$ cat config.mk
export PLATFORM = sky130hd
export DESIGN_NAME = fps_sequencer
export DESIGN_NICKNAME = d
export VERILOG_FILES = /design/src/hdl/fps_pkg.sv /design/src/hdl/fps_timer.sv /design/src/hdl/fps_sequencer.sv
export SDC_FILE = /design/constraint.sdc
export NUM_CORES = 1
export LEC_CHECK = 0
export ABC_CLOCK_PERIOD_IN_PS = 3200
export BUFFER_PORTS_ARGS = -buffer_cell sky130_fd_sc_hd__buf_4
export CAP_MARGIN = 0
export CORE_MARGIN = 2
export CORE_UTILIZATION = 42
export CTS_CLUSTER_SIZE = 30
export DETAILED_ROUTE_END_ITERATION = 7
export PLACE_DENSITY = 0.75
export SYNTH_ARGS = -nofsm -noshare
export SYNTH_HDL_FRONTEND = slang
export SYNTH_SLANG_ARGS = --single-unit
export TNS_END_PERCENT = 10
$ cat constraint.sdc
create_clock -name core_clk -period 3.2 [get_ports core_clk]
set_input_delay 0.64 -clock core_clk [delete_from_list [all_inputs] [get_ports core_clk]]
set_output_delay 0.64 -clock core_clk [all_outputs]
set_load 0.01 [all_outputs]
$ cat src/hdl/fps_pkg.sv
// constants, states and carriers of the flash program/status sequencer
package fps_pkg;
   // ----------------------------------------
   // timing
   // ----------------------------------------
   localparam int CLK_NS = 100;
   localparam int READY_MAX_NS = 11000;
   localparam int READY2_MIN_NS = 500;
   localparam int STANDBY_MIN_NS = 20000;
   localparam int BUSY_MAX_NS = 90;
   localparam int PROG_TYP_NS = 9000;
   localparam longint ERASE_TYP_NS = 64'd500000000;
   localparam int READY_MAX_CYC = (READY_MAX_NS / CLK_NS) < 1 ? 1 : READY_MAX_NS / CLK_NS;
   localparam int READY2_CYC = (READY2_MIN_NS + CLK_NS - 1) / CLK_NS;
   localparam int STANDBY_CYC = (STANDBY_MIN_NS + CLK_NS - 1) / CLK_NS;
   localparam int BUSY_CYC = (BUSY_MAX_NS / CLK_NS) < 1 ? 1 : BUSY_MAX_NS / CLK_NS;
   localparam int PROG_CYC = PROG_TYP_NS / CLK_NS;
   localparam int ERASE_CYC = int'(ERASE_TYP_NS / CLK_NS);
   // ----------------------------------------
   // command codes
   // ----------------------------------------
   localparam logic [7:0] CMD_RESET = 8'hf0;
   localparam logic [7:0] CMD_PROGRAM = 8'ha0;
   localparam logic [7:0] CMD_ERASE = 8'h30;
   localparam logic [7:0] CMD_SUSPEND = 8'hb0;
   localparam logic [7:0] CMD_RESUME = 8'h30;
   localparam logic [7:0] CMD_PROTECT = 8'h68;
   localparam logic [7:0] CMD_UNPROTECT = 8'h60;
   localparam logic [7:0] CMD_PROT_VERIFY = 8'h48;
   localparam logic [7:0] CMD_UNPROT_VERIFY = 8'h40;
   localparam logic [7:0] PROT_ADDR = 8'h3a;
   localparam int SECT_LSB = 14;
   localparam int ADDR_W = 20;
   localparam int DATA_W = 32;
   localparam int TOG_BIT = 6;
   localparam int SUS_BIT = 2;
   // ----------------------------------------
   // types
   // ----------------------------------------
   typedef enum logic [5:0] {
      FPS_IDLE = 6'b000001,
      FPS_PROG = 6'b000010,
      FPS_ERASE = 6'b000100,
      FPS_SUSP = 6'b001000,
      FPS_RSTREC = 6'b010000,
      FPS_STBY = 6'b100000
   } fps_state_e;
   typedef enum logic [2:0] {
      FPS_OP_NONE = 3'h0,
      FPS_OP_PROTECT = 3'h1,
      FPS_OP_UNPROTECT = 3'h2,
      FPS_OP_PVERIFY = 3'h3,
      FPS_OP_UVERIFY = 3'h4
   } fps_op_e;
   typedef struct packed {
      logic valid;
      logic [ADDR_W-1:0] addr;
      logic [7:0] data;
   } fps_cmd_s;
   typedef struct packed {
      logic strobe;
      logic [ADDR_W-1:0] addr;
   } fps_rd_s;
endpackage

$ cat src/hdl/fps_timer.sv
// down-counter timing embedded algorithms and reset recovery
`timescale 1ns/1ps
module fps_timer #(
   parameter int CNT_W = 23
) (
   // clock and reset
   input wire logic core_clk,
   input wire logic rst,
   // control
   input wire logic load,
   input wire logic [CNT_W-1:0] loadVal,
   input wire logic hold,
   // status
   output logic done
);
   typedef struct packed {
      logic [CNT_W-1:0] cnt;
      logic done;
   } fps_tmr_s;
   fps_tmr_s st_q, st_d;

   initial begin
      if (CNT_W < 2) begin
         $error("fps_timer: counter must be at least two bits");
      end
   end

   always_comb begin
      st_d = st_q;
      st_d.done = 1'b0;
      if (load) begin
         st_d.cnt = loadVal;
      end else if (!hold && st_q.cnt != '0) begin
         st_d.cnt = st_q.cnt - 1'b1;
         st_d.done = (st_q.cnt == {{(CNT_W-1){1'b0}}, 1'b1});
      end
   end

   always_ff @(posedge core_clk) begin
      if (rst) begin
         st_q <= '0;
      end else begin
         st_q <= st_d;
      end
   end
   assign done = st_q.done;
endmodule

$ cat src/hdl/fps_sequencer.sv
// embedded program/erase sequencer with status toggling and reset recovery
`timescale 1ns/1ps
module fps_sequencer
   import fps_pkg::*;
#(
   parameter int PROG_CYCLES = fps_pkg::PROG_CYC,
   parameter int ERASE_CYCLES = fps_pkg::ERASE_CYC,
   parameter int ABORT_CYCLES = fps_pkg::READY_MAX_CYC,
   parameter int STANDBY_CYCLES = fps_pkg::STANDBY_CYC
) (
   // clock and reset
   input wire logic core_clk,
   input wire logic rst,
   // flash bus, already decoded into command and read strobes
   input wire fps_pkg::fps_cmd_s cmdIn,
   input wire fps_pkg::fps_rd_s rdIn,
   input wire logic [fps_pkg::DATA_W-1:0] arrayData,
   // pins from outside the clock domain
   input wire logic hwResetN,
   input wire logic burstEnable,
   input wire logic readyTimingSelect,
   // outputs
   output logic readyBusyOut,
   output logic [fps_pkg::DATA_W-1:0] readData,
   output logic readyOut,
   output logic singleAccess,
   output logic standbyOut,
   output fps_pkg::fps_op_e protOp
);
   import fps_pkg::*;

   initial begin
      if (PROG_CYCLES < 1 || ERASE_CYCLES < 1 || ABORT_CYCLES < 1 || STANDBY_CYCLES < 1) begin
         $error("fps_sequencer: cycle counts must be at least one");
      end
      // the shared timer is 23 bits wide, longer counts would wrap
      if (PROG_CYCLES >= 8388608 || ERASE_CYCLES >= 8388608 || ABORT_CYCLES >= 8388608
          || STANDBY_CYCLES >= 8388608) begin
         $error("fps_sequencer: cycle counts must fit the timer");
      end
   end

   localparam int CW = 23;

   // ----------------------------------------
   // state
   // ----------------------------------------
   typedef struct packed {
      fps_state_e state;
      logic [2:0] rstSync;
      logic [1:0] burstSync;
      logic [1:0] rtsSync;
      logic busyN;
      logic primTog;
      logic susTog;
      logic [ADDR_W-1:SECT_LSB] susSect;
      logic [ADDR_W-1:SECT_LSB] eraseSect;
      logic [DATA_W-1:0] rdData;
      logic rdValid;
      logic rdyOut;
      logic singleOne;
      logic single;
      logic wasAlgo;
      logic [CW-1:0] rstCnt;
      logic stby;
      fps_op_e op;
   } fps_seq_s;
   fps_seq_s s_q, s_d;

   logic tmrLoad, tmrDone, tmrHold;
   logic [CW-1:0] tmrVal;

   function automatic logic inSect(input logic [ADDR_W-1:0] a, input logic [ADDR_W-1:SECT_LSB] sect);
      inSect = (a[ADDR_W-1:SECT_LSB] == sect);
   endfunction

   // mode-independent algorithm timing
   // one timer serves both modes, so program/erase timing cannot depend on mode
   fps_timer #(.CNT_W(CW)) u_timer (
      .core_clk(core_clk),
      .rst(rst),
      .load(tmrLoad),
      .loadVal(tmrVal),
      .hold(tmrHold),
      .done(tmrDone)
   );

   // ----------------------------------------
   // next state
   // ----------------------------------------
   always_comb begin
      logic rstLow, algo, dataReady;
      rstLow = 1'b0;
      algo = 1'b0;
      dataReady = 1'b0;
      s_d = s_q;
      tmrLoad = 1'b0;
      tmrVal = '0;
      tmrHold = 1'b0;
      s_d.rstSync = {s_q.rstSync[1:0], hwResetN};
      s_d.burstSync = {s_q.burstSync[0], burstEnable};
      s_d.rtsSync = {s_q.rtsSync[0], readyTimingSelect};
      rstLow = !s_q.rstSync[2];
      algo = (s_q.state == FPS_PROG) || (s_q.state == FPS_ERASE);
      s_d.rdValid = 1'b0;
      s_d.op = FPS_OP_NONE;
      if (rstLow) begin
         if (s_q.rstCnt != CW'(STANDBY_CYCLES)) begin
            s_d.rstCnt = s_q.rstCnt + 1'b1;
         end
         s_d.stby = (s_q.rstCnt >= CW'(STANDBY_CYCLES - 1));
         if (algo) begin
            s_d.wasAlgo = 1'b1;
         end
         s_d.state = FPS_RSTREC;
         s_d.busyN = 1'b0;
         tmrHold = 1'b1;
      end else if (s_q.state == FPS_RSTREC) begin
         s_d.stby = 1'b0;
         s_d.rstCnt = '0;
         tmrLoad = 1'b1;
         tmrVal = s_q.wasAlgo ? CW'(ABORT_CYCLES) : CW'(READY2_CYC);
         s_d.wasAlgo = 1'b0;
         s_d.state = FPS_STBY;
      end else if (s_q.state == FPS_STBY) begin
         if (tmrDone) begin
            s_d.state = FPS_IDLE;
            s_d.busyN = 1'b1;
         end
      end else begin
         // one command strobe regardless of interface mode
         if (cmdIn.valid) begin
            // protect and unprotect at low address 3ah
            if (cmdIn.addr[7:0] == PROT_ADDR && cmdIn.data == CMD_PROTECT) begin
               s_d.op = FPS_OP_PROTECT;
            end else if (cmdIn.addr[7:0] == PROT_ADDR && cmdIn.data == CMD_UNPROTECT) begin
               s_d.op = FPS_OP_UNPROTECT;
            end else if (cmdIn.data == CMD_PROT_VERIFY) begin
               s_d.op = FPS_OP_PVERIFY;
            end else if (cmdIn.data == CMD_UNPROT_VERIFY) begin
               s_d.op = FPS_OP_UVERIFY;
            end else if (cmdIn.data == CMD_RESET && !algo) begin
               // next read is a single access
               s_d.singleOne = 1'b1;
               s_d.state = FPS_IDLE;
            end else if (s_q.state == FPS_IDLE && cmdIn.data == CMD_PROGRAM) begin
               // busy on the next edge after the final strobe
               s_d.state = FPS_PROG;
               s_d.busyN = 1'b0;
               tmrLoad = 1'b1;
               tmrVal = CW'(PROG_CYCLES);
            end else if (s_q.state == FPS_IDLE && cmdIn.data == CMD_ERASE) begin
               s_d.state = FPS_ERASE;
               s_d.busyN = 1'b0;
               s_d.eraseSect = cmdIn.addr[ADDR_W-1:SECT_LSB];
               tmrLoad = 1'b1;
               tmrVal = CW'(ERASE_CYCLES);
            end else if (s_q.state == FPS_ERASE && cmdIn.data == CMD_SUSPEND) begin
               s_d.state = FPS_SUSP;
               s_d.busyN = 1'b1;
               s_d.susSect = s_q.eraseSect;
            end else if (s_q.state == FPS_SUSP && cmdIn.data == CMD_RESUME) begin
               s_d.state = FPS_ERASE;
               s_d.busyN = 1'b0;
            end
         end
         tmrHold = (s_q.state == FPS_SUSP);
         if (algo && tmrDone) begin
            s_d.state = FPS_IDLE;
            s_d.busyN = 1'b1;
         end
         if (rdIn.strobe) begin
            s_d.rdValid = 1'b1;
            s_d.rdData = arrayData;
            if (algo && !tmrDone) begin
               s_d.primTog = !s_q.primTog;
               s_d.rdData[TOG_BIT] = !s_q.primTog;
               s_d.rdData[SUS_BIT] = s_q.susTog;
            end else if (s_q.state == FPS_SUSP && inSect(rdIn.addr, s_q.susSect)) begin
               // suspend bit only in suspended sector
               s_d.susTog = !s_q.susTog;
               s_d.rdData[SUS_BIT] = !s_q.susTog;
               s_d.rdData[TOG_BIT] = s_q.primTog;
            end
            if (s_q.singleOne) begin
               s_d.singleOne = 1'b0;
            end
            s_d.single = s_q.singleOne || !s_q.burstSync[1];
         end
      end
      // ready with data or one clock after it
      dataReady = s_q.rtsSync[1] ? rdIn.strobe : s_q.rdValid;
      s_d.rdyOut = dataReady && !rstLow;
   end

   always_ff @(posedge core_clk) begin
      if (rst) begin
         s_q <= '{state: FPS_IDLE, rstSync: 3'h7, busyN: 1'b1, op: FPS_OP_NONE, default: '0};
      end else begin
         s_q <= s_d;
      end
   end

   assign readyBusyOut = s_q.busyN;
   assign readData = s_q.rdData;
   assign readyOut = s_q.rdyOut;
   assign singleAccess = s_q.single;
   assign standbyOut = s_q.stby;
   assign protOp = s_q.op;

   // ----------------------------------------
   // checks
   // ----------------------------------------
   logic algo_c;
   assign algo_c = (s_q.state == FPS_PROG) || (s_q.state == FPS_ERASE);
   chk_busy_after_cmd: assert property (@(posedge core_clk) disable iff (rst)
      (s_q.state == FPS_IDLE && cmdIn.valid && cmdIn.data == CMD_PROGRAM && s_q.rstSync[2])
      |=> !readyBusyOut) else $error("busy not raised after program command");
   chk_toggle_flip: assert property (@(posedge core_clk) disable iff (rst)
      (s_q.state == FPS_PROG && rdIn.strobe && !tmrDone && s_q.rstSync[2])
      |=> readData[TOG_BIT] != $past(s_q.primTog)) else $error("primary toggle did not invert");
   chk_suspend_outside: assert property (@(posedge core_clk) disable iff (rst)
      (s_q.state == FPS_SUSP && rdIn.strobe && !inSect(rdIn.addr, s_q.susSect))
      |=> $stable(s_q.susTog)) else $error("suspend bit toggled outside sector");
   chk_done_ready: assert property (@(posedge core_clk) disable iff (rst)
      (algo_c && tmrDone && s_q.rstSync[2]) |=> readyBusyOut && s_q.state == FPS_IDLE)
      else $error("completion did not release busy");
   chk_idle_recovery: assert property (@(posedge core_clk) disable iff (rst)
      (s_q.state == FPS_RSTREC && s_q.rstSync[2] && !s_q.wasAlgo) |=> ##[1:7] readyBusyOut)
      else $error("idle reset recovery too slow");
   chk_rdy_timing: assert property (@(posedge core_clk) disable iff (rst)
      (!s_q.rtsSync[1] && $rose(s_q.rdValid) && s_q.rstSync[2] && s_q.rtsSync[0]==s_q.rtsSync[1])
      |=> readyOut) else $error("ready not aligned with data");
   chk_protect_code: assert property (@(posedge core_clk) disable iff (rst)
      (cmdIn.valid && cmdIn.addr[7:0] == PROT_ADDR && cmdIn.data == CMD_PROTECT && s_q.rstSync[2]
       && s_q.state != FPS_RSTREC && s_q.state != FPS_STBY) |=> protOp == FPS_OP_PROTECT)
      else $error("protect command not decoded");
   chk_single_access: assert property (@(posedge core_clk) disable iff (rst)
      (s_q.singleOne && rdIn.strobe && s_q.rstSync[2] && s_q.state == FPS_IDLE)
      |=> singleAccess && !s_q.singleOne) else $error("single access missing after reset command");
endmodule

# ---- Yosys cells after proc, flatten, opt, wreduce, memory -nomap -nowiden
# Cells that the tools add are included.
dict set report op_classes {
  reduce_logical 47
  shifts 0
  n_eq_ne 45
  div_mod_pow 0
  bitwise_logic 13
  n_mul 0
  n_mux 95
  add_sub_neg 2
  magnitude_cmp 1
}
# op n
set ops {}
lappend ops {{2-to-1 mux 23 bit} 13}
lappend ops {{2-to-1 mux 6 bit} 17}
lappend ops {{2-to-1 mux 12 bit} 7}
lappend ops {{2-to-1 mux 25 bit} 2}
lappend ops {{2-to-1 mux 48 bit} 1}
lappend ops {{2-to-1 mux 47 bit} 1}
lappend ops {{2-to-1 mux 1 bit} 45}
lappend ops {{inequality test 4 x 3 -> 1 bit (second input constant)} 10}
lappend ops {{2-to-1 mux 33 bit} 1}
lappend ops {{== test 8 x 7 -> 1 bit (second input constant)} 4}
lappend ops {{== test 8 bit (second input constant)} 3}
lappend ops {{2-to-1 mux 24 bit} 1}
lappend ops {{adder 23 x 1 -> 23 bit (second input constant)} 1}
lappend ops {{== test 23 x 1 -> 1 bit (second input constant)} 1}
lappend ops {{greater-or-equal comparator 23 x 8 -> 1 bit (second input constant)} 1}
lappend ops {{inequality test 23 x 8 -> 1 bit (second input constant)} 1}
lappend ops {{nonzero test 23 bit} 1}
lappend ops {{subtractor 23 x 1 -> 23 bit (second input constant)} 1}
lappend ops {{AND reduction 7 bit} 3}
lappend ops {{inequality test 5 x 4 -> 1 bit (second input constant)} 4}
lappend ops {{inequality test 3 x 2 -> 1 bit (second input constant)} 6}
lappend ops {{== test 8 x 6 -> 1 bit (second input constant)} 2}
lappend ops {{NOT 1 bit} 13}
lappend ops {{logical AND 1 bit} 12}
lappend ops {{38 further kinds} 52}
dict set report totals {
  romBits 0
  out_inout_bits 39
  in_bits 87
  n_memories 0
  wordCells 227
  regBits 116
  latch_bits 0
  mem_bits_rw 0
}

# ---- Logic depth before layout (Yosys ltp)
dict set report depth {
  ltp_word 16
  ltp_mapped 8
  mapped_depth_nobuf 7
}

# ---- By module
# A second synthesis with hierarchy kept.
dict set report unflattened {
  hier_cells 713
  hier_area_um2 5873.1
}
# mod seq_area_each_um2 cells_each instances area_each_um2
set by_module_without_submodules {}
lappend by_module_without_submodules {fps_sequencer 1841.8 543 1 4434.3}
lappend by_module_without_submodules {fps_timer 480.5 170 1 1438.9}

# ---- Worst setup path after synthesis
# Ideal clock, no wire load.
dict set report synth_path {
  kind {reg-to-reg}
  startpoint {reg u_timer.st_q[9] (netlist name)}
  endpoint {reg u_timer.st_q[21] (netlist name)}
  arrival_time_ns 2.475
  required_ns 3.130
  setup_ns 0.070
  period_less_slack_ns 2.545
  path_slack_ns 0.655
  stages_incl_launch_ff 7
  path_buffers 1
  cell_sequence {dfxtp_1 > or4_4 > or4_4 > or4_1 > buf_2 > or4_1 > a21oi_1}
}
dict set report synth_between {
  elab_chain_len 3
  word_cells_on_any_way 6
  classes_between {add/sub (1); mux (2); reduce/logical (3)}
}
# element line
set synth_rtl {}
lappend synth_rtl {{start, declared} fps_timer.sv:20} ;# fps_tmr_s st_q, st_d;
lappend synth_rtl {{start signal, assigned} fps_timer.sv:43} ;# st_q <= st_d;
lappend synth_rtl {{subtractor 23 x 1 -> 23 bit or nonzero test 23 bit (tied branches)} {fps_timer.sv:34, fps_timer.sv:33}}
lappend synth_rtl {{2-to-1 mux 24 bit or logical AND 1 bit (tied branches)} fps_timer.sv:33} ;# end else if (!hold && st_q.cnt != '0) begin
lappend synth_rtl {{2-to-1 mux 23 bit or nonzero test 2 bit (tied branches)} --}
# Parallel ways exist; a longest one is shown, timed or not. The select of a mux whose other input is x is not followed.
# A chain may end at the register's enable or synchronous reset.

# ---- Worst setup path in the final report
# Ends and elaborated chain as after synthesis.

==> impl_results.md <==
- Post-synth net total: a little over 800
- Worst slack, placed: 0.524 ns
- Area Overhead vs Synth: 22.7%
- Clk sink count: 116
- Clk_lat worst skew: between 0.4 and 0.5 ns
- CP top delay family: simple AND/OR/NAND/NOR gates
- CTS root buf: clkbuf_16
- DP HPWL: 10.3 mm
- Register-to-Register Setup Slack: 0.50 ns
- Number of top-level pins: roughly 130
- Synth Flop Type: dfxtp_1
- #FFs+latches synth: 116
- CP Launch Type: flip-flop
- CP Class: reg2reg
- Reg area: 2320 sq um
- Post_cts resized: 0
- Via Count: between 5000 and 6000
- Buf/Inv on CP: 0
- Max-cap violation count: 0
- Die Area: between 10000 and 15000 sq um
- Measured slew at the worst slew-check pin: 1.06 ns
- Mapped Area: 5870 sq um
- Placed cells: approximately 950
- Cts-stage hold buffer count: 0
- Largest net degree at the start of global routing: 71
- Final setup TNS: 0 ns
- Asr flop ratio synth: 0
- DR iter-0 viols: 456
- Port buffer count: 105
- Cts bufs inserted: 17
- Area occupied by multi-input gates: 3100 sq um
- Antenna violations before repair: 0
- H-tree depth: 4
- Run status: complete, no violations
- LEAKAGE: 2.83 nW
- Post-synth EDFFs: 0
- Die H: 122 um
- Pwr dens: 686 nW/um^2
- Vias in the first global route: 5116
- Row Count: 43
- Data required time of the worst path: roughly 3.6 ns
- Final setup violation count: 0
- CP max stage delay: 0.66 ns
- Initial core utilization: 0.426
- HP Class: reg2reg
- Drt drc: 0
- CORE AREA: about 14000 sq um
- Cell Count, Final, Fillers Out: approximately 980
- Unrepaired setup endpoints after global routing: no
- Clock Tree Buf Depth: 2
- Sequential element share of the synthesized area: 0.395
- Fin. max-slew vios: 0
- GR Util All Layers: 0.203
- Drt pass-1 iters: 5
- Layout cells sized above 1: 0.215
- Fmax: 370 MHz
- Worst-path cell chain: or4_4, or4_4, or4_1, or4_1, a21oi_1
- Slowest CP cell: or4_1
- Worst clock skew: 0.00568 ns
- Min Tclk post-route: 2.70 ns
- Tcrit/Tclk final: 0.844
- Largest fanout on the critical path: 7
- Post-layout net count: 882
- Synth unique cells: 60
- Max rail drop VDD: 380 uV
- Wire per inst: 15.3 um
- Vias per inst: 5.64
- GRT overflow: 0
- Critical Path AT: 3.05 ns
- CP Capture Type: flip-flop
- First-pass GRT wire length: roughly 24 mm
- Postcts setup bufs: 0
- Post-detailed-routing wire length: 15.0 mm
- FILL cells: 1293
- Die width: about 120 um
- N_diodes: 0
- Syn. warnings: 0
- PnR worst setup slack: roughly 0.5 ns
- CTS tree: yes
- Synthesized instance count: 722
- Routed Antenna Nets: 0
- Syn Area/Cell: 8.13 sq um
- Gpl congestion: 0.880
- Slew HR: 0.291
- Final hold vios: 0
- Clk pin slew, worst setup/hold paths: 0.06 ns
-- metal layers --
metal / up-vias / wire (um) / GRT usage
li1: 2751 / - / -
met1: 2585 / 6780 / 0.264
met2: 189 / 7070 / 0.317
met3: 22 / 965 / 0.0613
met4: 0 / 215 / 0.0790
met5: - / 0 / 0
-- registers in the layout, summed over array words and instances, names as in the netlist --
register / flops
u_timer.st_q: 23
singleAccess: 1
standbyOut: 1
u_timer.done: 1
readData: 32
s_d: 4
s_q: 49
readyBusyOut: 1
protOp: 3
readyOut: 1
-- cells by family (layout without fill, tap and decap cells) --
family	count (synthesis)	in the layout	share of synthesized area
flip-flops	116	116	0.395
AO/OA/AOI/OAI	170	170	0.188
buffers and inverters	85	167	0.0771
multiplexers	19	19	0.0332
adder cells (fa/ha/maj)	4	4	0.00852
AND/OR/NAND/NOR	311	311	0.273
XOR/XNOR	17	17	0.0254
-- synth_stat cells, types with 3 or more instances --
cell / n / area share
a311oi_1: 5 / 0.0075
dfxtp_1: 116 / 0.40
a211oi_1: 4 / 0.0051
nor3_1: 13 / 0.011
nor2_1: 45 / 0.029
nand3b_1: 3 / 0.0038
clkbuf_1: 33 / 0.021
or3_1: 11 / 0.012
nand4b_1: 3 / 0.0045
inv_1: 12 / 0.0077
or4_1: 17 / 0.022
nor3b_1: 3 / 0.0038
mux2i_1: 15 / 0.026
buf_4: 35 / 0.045
a2111o_1: 4 / 0.0077
nand2b_1: 9 / 0.0096
o31ai_1: 7 / 0.0089
and2_1: 7 / 0.0075
nand3_1: 34 / 0.029
xnor2_1: 13 / 0.019
nor4_1: 12 / 0.013
and3_1: 8 / 0.0085
o2111ai_1: 9 / 0.013
or2_2: 6 / 0.0064
ha_1: 4 / 0.0085
o21ai_0: 27 / 0.023
o311ai_0: 4 / 0.0060
a21o_1: 3 / 0.0038
a21oi_1: 66 / 0.056
mux2_2: 4 / 0.0077
nor2b_1: 11 / 0.012
nand4_1: 17 / 0.018
xor2_1: 4 / 0.0060
a31oi_1: 8 / 0.0085
and4_1: 6 / 0.0089
nand2_1: 100 / 0.064
o211ai_1: 10 / 0.013
buf_1: 3 / 0.0019
-- metrics by stage --
stage	instance area, sq um	hold slack [ns]	util	total power, mW
global placement	6620	0.393	0.480	3.05
CTS	7200	0.400	0.523	4.95
global route	7200	0.402	0.523	5.20
detailed placement	6620	0.399	0.480	3.08
floorplan	5870	0.389	-	2.72
finish	7200	0.408	0.523	4.94
-- area by class of cell --
class                   instances  area share
clock inverters                15      0.0221
multi-input cells             521       0.431
repair buffers                123       0.128
flip-flops and latches        116       0.322
clock buffers                  17      0.0591
well taps                     180      0.0313
inverters                      12     0.00625
-- report_power, final --
part | internal (mW) | total, mW | switching [mW]
Sequential | 1.60 | 1.75 | 0.151
Combinational | 0.568 | 1.33 | 0.766
Clock | 1.15 | 1.86 | 0.707
-- final timing paths --
kind	cells after the start	to	startpoint
max	5	u_timer.st_q[21]	u_timer.st_q[9]
min	1	s_q[85]	s_d[85]
max reg2reg	5	u_timer.st_q[21]	u_timer.st_q[9]
min reg2reg	1	s_q[85]	s_d[85]
-- worst reg2reg max path, cell delays in order, from the launching register on --
cell and delay (ns):
dfxtp_1 0.36, or4_4 0.58, or4_4 0.45, or4_1 0.66
or4_1 0.44, a21oi_1 0.15
-- layout by cell type, fill, tap and decap left out, drive strengths merged, types with 13 or more instances in the layout --
cell and count:
nor3 14, nand3 34, nand2 100, mux2i 15, clkbuf 17, buf 123
nor2 45, inv 14, o21ai 27, or4 19, a21oi 66, xnor2 13
dfxtp 116, nor4 13, nand4 17
No activity file was read; power rests on OpenSTA's default activity.
